===== src/logic/tdm_framing_pkg.sv =====
package tdm_framing_pkg;

   // Channel groups and register word addresses
   localparam int unsigned NUM_GROUPS = 8;
   localparam logic [7:0] ADDR_CTRL = 8'h00;
   localparam logic [7:0] ADDR_TS_MAP = 8'h04;
   localparam logic [7:0] ADDR_TX_PATTERN = 8'h08;
   localparam logic [7:0] ADDR_STATUS = 8'h0C;
   localparam logic [7:0] ADDR_MASK = 8'h10;
   localparam logic [7:0] ADDR_LINE_STATE = 8'h14;
   localparam logic [2:0] ADDR_RX_BYTE_PAGE = 3'h1;

   // Reset values
   localparam logic [7:0] CTRL_RESET = 8'h00;
   localparam logic [31:0] TS_MAP_RESET = 32'h0000_0000;
   localparam logic [7:0] TX_PATTERN_RESET = 8'hFF;
   localparam logic [31:0] MASK_RESET = 32'h0000_0000;

   // Status field bases, each field one bit per group
   localparam int unsigned ST_RX_FRAME = 0;
   localparam int unsigned ST_OOF_RISE = 8;
   localparam int unsigned ST_TX_FRAME = 16;
   localparam int unsigned ST_RX_BYTE = 24;

   // Line-side bit counts
   localparam logic [8:0] T1_FRAME_BITS = 9'h0C1;
   localparam logic [8:0] E1_FRAME_BITS = 9'h100;
   localparam logic [8:0] NX64_FRAME_BITS = 9'h100;
   localparam logic [8:0] NX64_TX_LEAD = 9'h004;

   // AXI responses
   localparam logic [1:0] RESP_OKAY = 2'h0;
   localparam logic [1:0] RESP_SLVERR = 2'h2;

   typedef enum logic [1:0] {
      MODE_T1 = 2'b00,
      MODE_E1 = 2'b01,
      MODE_NX64 = 2'b10
   } line_mode_t;

   typedef enum logic {
      BUS_IDLE = 1'b0,
      BUS_RESP = 1'b1
   } bus_state_t;

   // Control word, bit 0 upward: mode, flywheel, tristate, abort, edges
   typedef struct packed {
      logic oof_edge_select;
      logic rx_sync_edge_select;
      logic tx_sync_edge_select;
      logic oof_abort_enable;
      logic tx_idle_tristate;
      logic flywheel_align_mode;
      line_mode_t mode;
   } cfg_t;

   // Serial pins of all groups
   typedef struct packed {
      logic [NUM_GROUPS-1:0] tx_line_clock;
      logic [NUM_GROUPS-1:0] tx_frame_sync;
      logic [NUM_GROUPS-1:0] rclk;
      logic [NUM_GROUPS-1:0] rx_frame_sync;
      logic [NUM_GROUPS-1:0] rx_serial_in;
      logic [NUM_GROUPS-1:0] rx_out_of_frame_in;
   } line_t;

   // Position of a bit inside the frame
   typedef struct packed {
      logic fbit;
      logic [4:0] slot;
      logic [2:0] bitn;
   } slot_pos_t;

endpackage


===== src/logic/tdm_serial_port_framing.sv =====
`timescale 1ns/1ps

module tdm_serial_port_framing
   import tdm_framing_pkg::*;
(
   input wire logic i_mclk,
   input wire logic i_rst_b,
   input wire logic i_ce,
   input wire logic [NUM_GROUPS-1:0] i_tx_line_clock,
   input wire logic [NUM_GROUPS-1:0] i_tx_frame_sync,
   input wire logic [NUM_GROUPS-1:0] i_rx_line_clock,
   input wire logic [NUM_GROUPS-1:0] i_rx_frame_sync,
   input wire logic [NUM_GROUPS-1:0] i_rx_serial_in,
   input wire logic [NUM_GROUPS-1:0] i_rx_out_of_frame_in,
   output logic [NUM_GROUPS-1:0] o_tx_serial_out,
   output logic [NUM_GROUPS-1:0] o_tx_serial_oe,
   output logic [NUM_GROUPS-1:0] o_out_of_frame_condition,
   output logic o_irq,
   input wire logic [7:0] i_awaddr,
   input wire logic i_awvalid,
   output logic o_awready,
   input wire logic [31:0] i_wdata,
   input wire logic [3:0] i_wstrb,
   input wire logic i_wvalid,
   output logic o_wready,
   output logic [1:0] o_bresp,
   output logic o_bvalid,
   input wire logic i_bready,
   input wire logic [7:0] i_araddr,
   input wire logic i_arvalid,
   output logic o_arready,
   output logic [31:0] o_rdata,
   output logic [1:0] o_rresp,
   output logic o_rvalid,
   input wire logic i_rready
);

   // Frame length of the selected mode
   function automatic logic [8:0] frame_len(input line_mode_t m);
      case (m)
         MODE_T1: frame_len = T1_FRAME_BITS;
         MODE_E1: frame_len = E1_FRAME_BITS;
         default: frame_len = NX64_FRAME_BITS;
      endcase
   endfunction
   // Counter step with wrap at the frame length
   function automatic logic [8:0] next_pos(input line_mode_t m, input logic [8:0] p);
      next_pos = (p == frame_len(m) - 9'h001) ? 9'h000 : p + 9'h001;
   endfunction
   // T1 puts the F-bit first, so slots start one bit later
   function automatic slot_pos_t slot_of(input line_mode_t m, input logic [8:0] p);
      logic [8:0] q;
      q = (m == MODE_T1) ? p - 9'h001 : p;
      slot_of.fbit = (m == MODE_T1) && (p == 9'h000);
      slot_of.slot = q[7:3];
      slot_of.bitn = q[2:0];
   endfunction
   function automatic logic [31:0] apply_strb(input logic [31:0] old, input logic [31:0] nw,
                                              input logic [3:0] strb);
      for (int b = 0; b < 4; b++) begin
         apply_strb[8*b +: 8] = strb[b] ? nw[8*b +: 8] : old[8*b +: 8];
      end
   endfunction
   function automatic logic addr_ok(input logic [7:0] a);
      addr_ok = (a[1:0] == 2'h0) && ((a <= ADDR_LINE_STATE) || (a[7:5] == ADDR_RX_BYTE_PAGE));
   endfunction
   line_t pins;
   line_t meta_reg;
   line_t sync_reg;
   line_t prev_reg;
   cfg_t cfg_reg;
   logic [31:0] ts_map_reg;
   logic [7:0] tx_pattern_reg;
   logic [31:0] status_reg;
   logic [31:0] mask_reg;
   logic [8:0] tx_pos_reg [NUM_GROUPS];
   logic [8:0] rx_pos_reg [NUM_GROUPS];
   logic [7:0] rx_shift_reg [NUM_GROUPS];
   logic [7:0] rx_byte_reg [NUM_GROUPS];
   logic [NUM_GROUPS-1:0] tx_framed_reg, tx_arm_reg, tx_pend_reg, tx_frame_sync_prev_reg;
   logic [NUM_GROUPS-1:0] rx_framed_reg, rx_frame_sync_prev_reg, oof_reg;
   logic [NUM_GROUPS-1:0] tx_out_reg, tx_oe_reg;
   logic irq_reg;

   logic [8:0] tx_pos_next [NUM_GROUPS];
   logic [8:0] rx_pos_next [NUM_GROUPS];
   logic [7:0] rx_shift_next [NUM_GROUPS];
   logic [NUM_GROUPS-1:0] tx_framed_next, tx_arm_next, tx_pend_next, tx_out_next, tx_oe_next;
   logic [NUM_GROUPS-1:0] rx_framed_next, oof_next, byte_done;
   logic [31:0] status_set;

   // Edge events of the sampled line clocks
   wire [NUM_GROUPS-1:0] tx_line_clock_rise = sync_reg.tx_line_clock & ~prev_reg.tx_line_clock;
   wire [NUM_GROUPS-1:0] tx_line_clock_fall = ~sync_reg.tx_line_clock & prev_reg.tx_line_clock;
   wire [NUM_GROUPS-1:0] rclk_rise = sync_reg.rclk & ~prev_reg.rclk;
   wire [NUM_GROUPS-1:0] rclk_fall = ~sync_reg.rclk & prev_reg.rclk;
   wire [NUM_GROUPS-1:0] tx_smp = cfg_reg.tx_sync_edge_select ? tx_line_clock_fall : tx_line_clock_rise;
   wire [NUM_GROUPS-1:0] rx_smp = cfg_reg.rx_sync_edge_select ? rclk_fall : rclk_rise;
   wire [NUM_GROUPS-1:0] oof_smp = cfg_reg.oof_edge_select ? rclk_fall : rclk_rise;
   wire [NUM_GROUPS-1:0] tx_frame_sync_evt = tx_smp & sync_reg.tx_frame_sync & ~tx_frame_sync_prev_reg;
   wire [NUM_GROUPS-1:0] rx_frame_sync_evt = rx_smp & sync_reg.rx_frame_sync & ~rx_frame_sync_prev_reg;
   wire [NUM_GROUPS-1:0] oof_rise = oof_smp & sync_reg.rx_out_of_frame_in & ~oof_reg;
   wire [8:0] last_pos = frame_len(cfg_reg.mode) - 9'h001;
   wire [8:0] tx_reload = (cfg_reg.mode == MODE_NX64) ? NX64_FRAME_BITS - NX64_TX_LEAD : 9'h000;

   assign pins = '{tx_line_clock: i_tx_line_clock, tx_frame_sync: i_tx_frame_sync, rclk: i_rx_line_clock,
                   rx_frame_sync: i_rx_frame_sync, rx_serial_in: i_rx_serial_in, rx_out_of_frame_in: i_rx_out_of_frame_in};

   // Two-stage synchronizer, then a delayed copy for edge finding
   always_ff @(posedge i_mclk or negedge i_rst_b) begin
      if (!i_rst_b) begin
         meta_reg <= '0;
         sync_reg <= '0;
         prev_reg <= '0;
      end else if (i_ce) begin
         meta_reg <= pins;
         sync_reg <= meta_reg;
         prev_reg <= sync_reg;
      end
   end

   // Per-group transmit and receive framing
   always_comb begin
      slot_pos_t sp;
      slot_pos_t rp;
      logic start;
      logic wrap;
      logic drive;
      sp = '0;
      rp = '0;
      start = 1'b0;
      wrap = 1'b0;
      drive = 1'b0;
      status_set = '0;
      for (int g = 0; g < NUM_GROUPS; g++) begin
         // Transmit: rising line clock launches a bit; sync seen on the falling edge waits
         start = tx_line_clock_rise[g] & ((tx_frame_sync_evt[g] & ~cfg_reg.tx_sync_edge_select) | tx_pend_reg[g]);
         wrap = tx_line_clock_rise[g] & ~start & (tx_pos_reg[g] == last_pos);
         tx_pend_next[g] = (tx_frame_sync_evt[g] & cfg_reg.tx_sync_edge_select) |
                           (tx_pend_reg[g] & ~tx_line_clock_rise[g]);
         tx_pos_next[g] = ~tx_line_clock_rise[g] ? tx_pos_reg[g] :
                          start ? tx_reload : next_pos(cfg_reg.mode, tx_pos_reg[g]);
         tx_framed_next[g] = start | (wrap ? (cfg_reg.flywheel_align_mode | tx_arm_reg[g]) :
                                      tx_framed_reg[g]);
         tx_arm_next[g] = start ? (cfg_reg.mode == MODE_NX64) : (~wrap & tx_arm_reg[g]);
         sp = slot_of(cfg_reg.mode, tx_pos_next[g]);
         drive = tx_framed_next[g] & (sp.fbit | ts_map_reg[sp.slot]);
         tx_out_next[g] = tx_line_clock_rise[g] ? (~drive | sp.fbit | tx_pattern_reg[3'h7 - sp.bitn]) :
                          tx_out_reg[g];
         tx_oe_next[g] = tx_line_clock_rise[g] ? (drive | ~cfg_reg.tx_idle_tristate) : tx_oe_reg[g];
         status_set[ST_TX_FRAME + g] = tx_line_clock_rise[g] & tx_framed_next[g] & (tx_pos_next[g] == 9'h000);
         // Receive: counter keeps running through out-of-frame
         wrap = rx_smp[g] & ~rx_frame_sync_evt[g] & (rx_pos_reg[g] == last_pos);
         rx_pos_next[g] = ~rx_smp[g] ? rx_pos_reg[g] :
                          rx_frame_sync_evt[g] ? 9'h000 : next_pos(cfg_reg.mode, rx_pos_reg[g]);
         rx_framed_next[g] = rx_frame_sync_evt[g] | (wrap ? cfg_reg.flywheel_align_mode :
                                             rx_framed_reg[g]);
         oof_next[g] = oof_smp[g] ? sync_reg.rx_out_of_frame_in[g] : oof_reg[g];
         rp = slot_of(cfg_reg.mode, rx_pos_next[g]);
         start = rx_smp[g] & rx_framed_next[g] & ~rp.fbit & ts_map_reg[rp.slot] &
                 ~(cfg_reg.oof_abort_enable & oof_reg[g]);
         rx_shift_next[g] = start ? {rx_shift_reg[g][6:0], sync_reg.rx_serial_in[g]} : rx_shift_reg[g];
         byte_done[g] = start & (rp.bitn == 3'h7);
         status_set[ST_RX_FRAME + g] = rx_smp[g] & rx_framed_next[g] & (rx_pos_next[g] == 9'h000);
         status_set[ST_OOF_RISE + g] = oof_rise[g];
         status_set[ST_RX_BYTE + g] = byte_done[g];
      end
   end

   // Line-side state
   always_ff @(posedge i_mclk or negedge i_rst_b) begin
      if (!i_rst_b) begin
         for (int g = 0; g < NUM_GROUPS; g++) begin
            tx_pos_reg[g] <= '0;
            rx_pos_reg[g] <= '0;
            rx_shift_reg[g] <= '0;
            rx_byte_reg[g] <= '0;
         end
         {tx_framed_reg, tx_arm_reg, tx_pend_reg, tx_frame_sync_prev_reg} <= '0;
         {rx_framed_reg, rx_frame_sync_prev_reg, oof_reg} <= '0;
         tx_out_reg <= '1;
         tx_oe_reg <= '0;
      end else if (i_ce) begin
         for (int g = 0; g < NUM_GROUPS; g++) begin
            tx_pos_reg[g] <= tx_pos_next[g];
            rx_pos_reg[g] <= rx_pos_next[g];
            rx_shift_reg[g] <= rx_shift_next[g];
            if (byte_done[g]) begin
               rx_byte_reg[g] <= rx_shift_next[g];
            end
            if (tx_smp[g]) begin
               tx_frame_sync_prev_reg[g] <= sync_reg.tx_frame_sync[g];
            end
            if (rx_smp[g]) begin
               rx_frame_sync_prev_reg[g] <= sync_reg.rx_frame_sync[g];
            end
         end
         tx_framed_reg <= tx_framed_next;
         tx_arm_reg <= tx_arm_next;
         tx_pend_reg <= tx_pend_next;
         rx_framed_reg <= rx_framed_next;
         oof_reg <= oof_next;
         tx_out_reg <= tx_out_next;
         tx_oe_reg <= tx_oe_next;
      end
   end

   // Register bus handshakes and decode
   bus_state_t wr_state_reg;
   bus_state_t rd_state_reg;
   logic awready_reg, wready_reg, arready_reg, aw_have_reg, w_have_reg;
   logic [7:0] awaddr_reg;
   logic [31:0] wdata_reg;
   logic [3:0] wstrb_reg;
   logic [1:0] bresp_reg, rresp_reg;
   logic [31:0] rdata_reg;
   wire aw_hs = i_awvalid & awready_reg;
   wire w_hs = i_wvalid & wready_reg;
   wire ar_hs = i_arvalid & arready_reg;
   wire b_hs = (wr_state_reg == BUS_RESP) & i_bready;
   wire r_hs = (rd_state_reg == BUS_RESP) & i_rready;
   wire do_write = aw_have_reg & w_have_reg & (wr_state_reg == BUS_IDLE);
   wire [31:0] wr_word = apply_strb(32'h0000_0000, wdata_reg, wstrb_reg);
   wire wr_ctrl = do_write & (awaddr_reg == ADDR_CTRL);
   wire wr_map = do_write & (awaddr_reg == ADDR_TS_MAP);
   wire wr_pat = do_write & (awaddr_reg == ADDR_TX_PATTERN);
   wire wr_mask = do_write & (awaddr_reg == ADDR_MASK);
   wire rd_status = ar_hs & (i_araddr == ADDR_STATUS);
   wire [31:0] line_state = {8'h00, rx_framed_reg, tx_framed_reg, oof_reg};
   wire [31:0] rd_word =
      (i_araddr == ADDR_CTRL) ? {24'h000000, cfg_reg} :
      (i_araddr == ADDR_TS_MAP) ? ts_map_reg :
      (i_araddr == ADDR_TX_PATTERN) ? {24'h000000, tx_pattern_reg} :
      (i_araddr == ADDR_STATUS) ? status_reg :
      (i_araddr == ADDR_MASK) ? mask_reg :
      (i_araddr == ADDR_LINE_STATE) ? line_state :
      addr_ok(i_araddr) ? {24'h000000, rx_byte_reg[i_araddr[4:2]]} : 32'h0000_0000;
   // Read clears the bits it returned; a set in the same cycle survives
   wire [31:0] status_next = (status_reg & ~(rd_status ? status_reg : 32'h0000_0000)) | status_set;

   // Write channel
   always_ff @(posedge i_mclk or negedge i_rst_b) begin
      if (!i_rst_b) begin
         wr_state_reg <= BUS_IDLE;
         {awready_reg, wready_reg} <= 2'h3;
         {aw_have_reg, w_have_reg} <= 2'h0;
         awaddr_reg <= '0;
         wdata_reg <= '0;
         wstrb_reg <= '0;
         bresp_reg <= RESP_OKAY;
      end else if (i_ce) begin
         if (aw_hs) begin
            awaddr_reg <= i_awaddr;
            aw_have_reg <= 1'b1;
            awready_reg <= 1'b0;
         end
         if (w_hs) begin
            wdata_reg <= i_wdata;
            wstrb_reg <= i_wstrb;
            w_have_reg <= 1'b1;
            wready_reg <= 1'b0;
         end
         case (wr_state_reg)
            BUS_IDLE: begin
               if (do_write) begin
                  wr_state_reg <= BUS_RESP;
                  bresp_reg <= addr_ok(awaddr_reg) ? RESP_OKAY : RESP_SLVERR;
                  {aw_have_reg, w_have_reg} <= 2'h0;
               end
            end
            BUS_RESP: begin
               if (b_hs) begin
                  wr_state_reg <= BUS_IDLE;
                  {awready_reg, wready_reg} <= 2'h3;
               end
            end
            default: wr_state_reg <= BUS_IDLE;
         endcase
      end
   end

   // Configuration registers
   always_ff @(posedge i_mclk or negedge i_rst_b) begin
      if (!i_rst_b) begin
         cfg_reg <= cfg_t'(CTRL_RESET);
         ts_map_reg <= TS_MAP_RESET;
         tx_pattern_reg <= TX_PATTERN_RESET;
         mask_reg <= MASK_RESET;
      end else if (i_ce) begin
         if (wr_ctrl && wstrb_reg[0]) begin
            cfg_reg <= cfg_t'(wr_word[7:0]);
         end
         if (wr_map) begin
            ts_map_reg <= apply_strb(ts_map_reg, wdata_reg, wstrb_reg);
         end
         if (wr_pat && wstrb_reg[0]) begin
            tx_pattern_reg <= wr_word[7:0];
         end
         if (wr_mask) begin
            mask_reg <= apply_strb(mask_reg, wdata_reg, wstrb_reg);
         end
      end
   end

   // Read channel, status and interrupt
   always_ff @(posedge i_mclk or negedge i_rst_b) begin
      if (!i_rst_b) begin
         rd_state_reg <= BUS_IDLE;
         arready_reg <= 1'b1;
         rdata_reg <= '0;
         rresp_reg <= RESP_OKAY;
         status_reg <= '0;
         irq_reg <= 1'b0;
      end else if (i_ce) begin
         status_reg <= status_next;
         irq_reg <= |(status_reg & mask_reg);
         case (rd_state_reg)
            BUS_IDLE: begin
               if (ar_hs) begin
                  rd_state_reg <= BUS_RESP;
                  arready_reg <= 1'b0;
                  rdata_reg <= rd_word;
                  rresp_reg <= addr_ok(i_araddr) ? RESP_OKAY : RESP_SLVERR;
               end
            end
            BUS_RESP: begin
               if (r_hs) begin
                  rd_state_reg <= BUS_IDLE;
                  arready_reg <= 1'b1;
               end
            end
            default: rd_state_reg <= BUS_IDLE;
         endcase
      end
   end

   assign o_tx_serial_out = tx_out_reg;
   assign o_tx_serial_oe = tx_oe_reg;
   assign o_out_of_frame_condition = oof_reg;
   assign o_irq = irq_reg;
   assign o_awready = awready_reg;
   assign o_wready = wready_reg;
   assign o_bresp = bresp_reg;
   assign o_bvalid = (wr_state_reg == BUS_RESP);
   assign o_arready = arready_reg;
   assign o_rdata = rdata_reg;
   assign o_rresp = rresp_reg;
   assign o_rvalid = (rd_state_reg == BUS_RESP);
endmodule


===== config.mk =====
export PLATFORM = sky130hd
export DESIGN_NAME = tdm_serial_port_framing
export DESIGN_NICKNAME = d
export VERILOG_FILES = /design/src/logic/tdm_framing_pkg.sv /design/src/logic/tdm_serial_port_framing.sv
export SDC_FILE = /design/constraint.sdc
export NUM_CORES = 2
export LEC_CHECK = 0
export ABC_CLOCK_PERIOD_IN_PS = 4400
export BUFFER_PORTS_ARGS = -buffer_cell sky130_fd_sc_hd__buf_2
export CAP_MARGIN = 5
export CORE_MARGIN = 1
export CORE_UTILIZATION = 25
export DETAILED_ROUTE_END_ITERATION = 6
export PLACE_DENSITY = 0.48
export SETUP_SLACK_MARGIN = 0.2
export SLEW_MARGIN = 30
export SYNTH_ARGS = -nofsm -noshare
export SYNTH_HDL_FRONTEND = slang
export SYNTH_SLANG_ARGS = --single-unit

===== constraint.sdc =====
create_clock -name i_mclk -period 4.4 [get_ports i_mclk]
set_input_delay 0.22 -clock i_mclk [delete_from_list [all_inputs] [get_ports i_mclk]]
set_output_delay 0.22 -clock i_mclk [all_outputs]
set_load 0.005 [all_outputs]

==> results by group <==
Run status
  • Status: complete, but fails checks
  • Failing checks: design-rule violations, negative setup slack

Synth
  • Mapped Area: 43710 µm²
  • Largest family of logic cells by synthesized area: multiplexers
  • Number of synthesized flops with an enable pin: 0
  • Yosys cell types: 114
  • Post-synth top area cell: dfrtp_1
  • Post-synth top area share: 35.89%
  • Area contributors post-synth: dfrtp_1 36%, mux2_2 11%, mux2i_1 4.3%
  • Yosys Warn Count: 0
  • Xor and xnor fraction of the mapped netlist area: 2.052%
  • Main synth FF type: dfrtp_1
  • Post-synthesis mux area share: 19.32%
  • Ys async rst share: 100.0%
  • Compound-Gate Fraction of Synth Area: 18.98%
  • Simple-gate share of the synthesized area: 18.30%
  • Mapped Avg Cell Area: 9.464 µm²
  • Post-synthesis adder-cell area fraction: 0.9160%
  • Cells after synthesis: 4619
  • Seq cells post-synth: 646
  • Sequential area share after synthesis: 37.04%

Clocking
  • Sink Count: 646
  • Max Root-Sink Buffers: 3
  • Clk slew on worst S/H paths: 70 ps
  • CTS Buf Count: 81
  • CTS tree: built
  • Clk_lat worst skew: 720 ps
  • Root Driver: clkbuf_16
  • H-tree levels: 3

GRT
  • Largest net degree at the start of global routing: 122
  • GRT Overall Usage: 20.26%
  • Vias in the first global route: 39.82k
  • Initial antenna violation count: 5
  • First-pass GRT wire length: 269300 µm
  • Grt ovf: 0

Place
  • Gpl congestion: 0.9526
  • Placed instance area: 50130 µm²
  • Hpwl dp: 132100 µm
  • IO Port Bufs: 171
  • Placed cells: 7234

Worst hold path
  • Hold Crit Class: input port to asynchronous set/reset pin

Final layout
  • NumNets Final: 5417
  • Layout cells sized above 1: 33.07%
  • Non-filler instance count after layout: 7672
  • Fin area: 57650 µm²
  • Layout area overhead: 31.89%

Routing
  • Wire length on met2: 83780 µm
  • Final wirelength: 184500 µm
  • Via-to-Cell Ratio: 5.454
  • First-pass DRT Iterations: 7
  • Wire per inst: 24.05 µm
  • Initial DRC Count: 3688
  • Met3 routed wirelength: 11540 µm
  • Post-route ant nets: 0
  • M1 WL: 78770 µm
  • DR top layer: met5
  • Residual DRC count: 8
  • Vias: 41.85k

Setup path
  • Crit path capture type: register
  • CP arrival: 5030 ps
  • Worst Path Required: 4970 ps
  • Critical path class: register to register
  • Worst setup SP type: register
  • Reg-to-reg setup timing slack: -50 ps
  • CP Max Fanout: 6

Timing
  • Hold Vio Cnt, Final: 0
  • Final worst path period need: 4455 ps
  • Worst-Margin Slew: 993.1 ps
  • Final period util: 101.2%
  • Setup tns final: -518.3 ps
  • Max Slew Vio Count: 0
  • RSZ-0062 raised after global routing: true
  • Fmax: 0.2245 GHz
  • Clk_skew: 57.32 ps
  • Final WS setup: -54.62 ps
  • Max-slew headroom: 33.10%
  • Setup violation total in the final timing report: 20

Floorplan
  • Core area: 173800 µm²
  • Area of the die: 176500 µm²
  • Initial Util: 25.15%
  • I/O pins: 174
  • Row cnt: 153
  • Die height: 420.1 µm
  • DIE WIDTH: 420.1 µm

Pwr
  • Worst-case vdd ir drop: 0.3119 mV
  • P_leak: 24.08 nW
  • Final Total Pwr: 35.68 mW
  • Power per cell area: 618.9 nW/µm²

Job
  • Max Cap Viol: 0
-- Yosys cell counts, types with 33 or more instances --
| cell type | number |
|---|---|
| o31ai_1 | 65 |
| a21oi_1 | 217 |
| mux4_2 | 76 |
| dfrtp_1 | 627 |
| inv_1 | 54 |
| and2_1 | 48 |
| nand2b_1 | 56 |
| xor2_1 | 35 |
| nor2_1 | 287 |
| nor3_1 | 106 |
| mux2_2 | 415 |
| mux2i_1 | 189 |
| o22ai_1 | 41 |
| a211oi_1 | 45 |
| a22oi_1 | 40 |
| nand3_1 | 160 |
| o21ai_0 | 327 |
| or3_1 | 34 |
| and3_1 | 47 |
| a31oi_1 | 62 |
| xnor2_1 | 60 |
| nor2b_1 | 42 |
| nor4_1 | 47 |
| a21boi_0 | 33 |
| clkbuf_1 | 254 |
| nand4_1 | 50 |
| nand2_1 | 478 |
-- report_power, final --
part           switching, mW  internal, mW
clock network           2.96          4.11
registers               2.20          7.19
logic                   10.1          9.14
-- cells in the final DEF, fill, tap and decap left out, types with 43 or more instances in the layout --
cell type and n:
nand2_1 451, a31oi_1 53, mux4_2 81, dfrtp_1 623, nor3_1 93, o31ai_1 61, buf_2 170, nand3_1 152
and3_1 44, buf_6 47, clkbuf_16 85, nor2_1 270, inv_1 53, and2_1 43, xnor2_1 50, mux2_2 306
dlygate4sd3_1 114, o21ai_0 315, a21oi_1 185, mux2i_1 182, nand4_1 50, mux2_4 110, buf_4 497, nand2b_1 56
-- per-layer routing --
layer | up-vias | global-route usage (%)
li1 | 18868 | -
met1 | 20942 | 26.84
met2 | 1660 | 32.13
met3 | 374 | 3.053
met4 | 2 | 9.794
met5 | - | 0
-- worst max-delay path: stages, from the launching register on --
cell,delay [ps]
dfrtp_1,390
or4_4,560
nor4_4,200
o21a_1,210
nor2_4,50
nand2_2,60
o21a_1,140
ha_2,200
inv_2,50
a311oi_4,250
nand3_1,140
a211oi_2,210
o21ai_1,90
o221a_2,180
buf_12,150
a211oi_2,170
a21oi_2,60
a2111oi_2,360
buf_4,190
nor4_4,40
buf_4,170
clkbuf_16,150
mux2_4,290
-- per-stage QoR --
step | hold WS (ps) | utilization [%] | worst slack (ps)
after CTS | 71.37 | 32.17 | -103.4
after detailed placement | 244.7 | 28.84 | -375.5
after floorplan | -75.59 | - | -151.9
final | 95.46 | 33.17 | -54.62
after global routing | 111.2 | 33.16 | -238.3
after global placement | 246.7 | 28.83 | -346.7
-- kinds of logic after synthesis --
logic type | after synthesis
XOR/XNOR | 99
flip-flops | 646
buffers and inverters | 369
multiplexers | 687
AO/OA/AOI/OAI | 1220
adder cells (fa/ha/maj) | 32
other | 1
AND/OR/NAND/NOR | 1565
-- final timing paths --
check / startpoint / to / cells past startpoint
max: rx_pos_reg[37] / rx_byte_reg[38] / 22
max in group asynchronous: i_rst_b / rx_shift_reg[48] / 3
min: i_rst_b / status_reg[26] / 2
max reg2reg: rx_pos_reg[37] / rx_byte_reg[38] / 22
min reg2reg: o_rdata[16] / o_rdata[16] / 2
min in group i_mclk: i_tx_line_clock[7] / meta_reg[47] / 3
-- final cells by class --
cell class	instances	area, µm²
Sequential cell	646	16190
Antenna cell	3	7.507
Tap cell	2325	2909
Fill cell	17972	116200
Multi-Input combinational cell	3606	28060
Clock buffer	115	2275
Clock inverter	35	486.7
Timing Repair Buffer	888	7516
Inverter	54	202.7
-- timing repair --
action                                  4_1_cts  5_1_grt
cloned                                        9        5
endpoints found under the hold margin       169        0
setup buffers                                75       82
pin swaps                                    58      105
gates resized for setup                     242      231
endpoints found under the setup margin      139      143
hold buffers                                114        0
(Power assumes the default switching activity.)
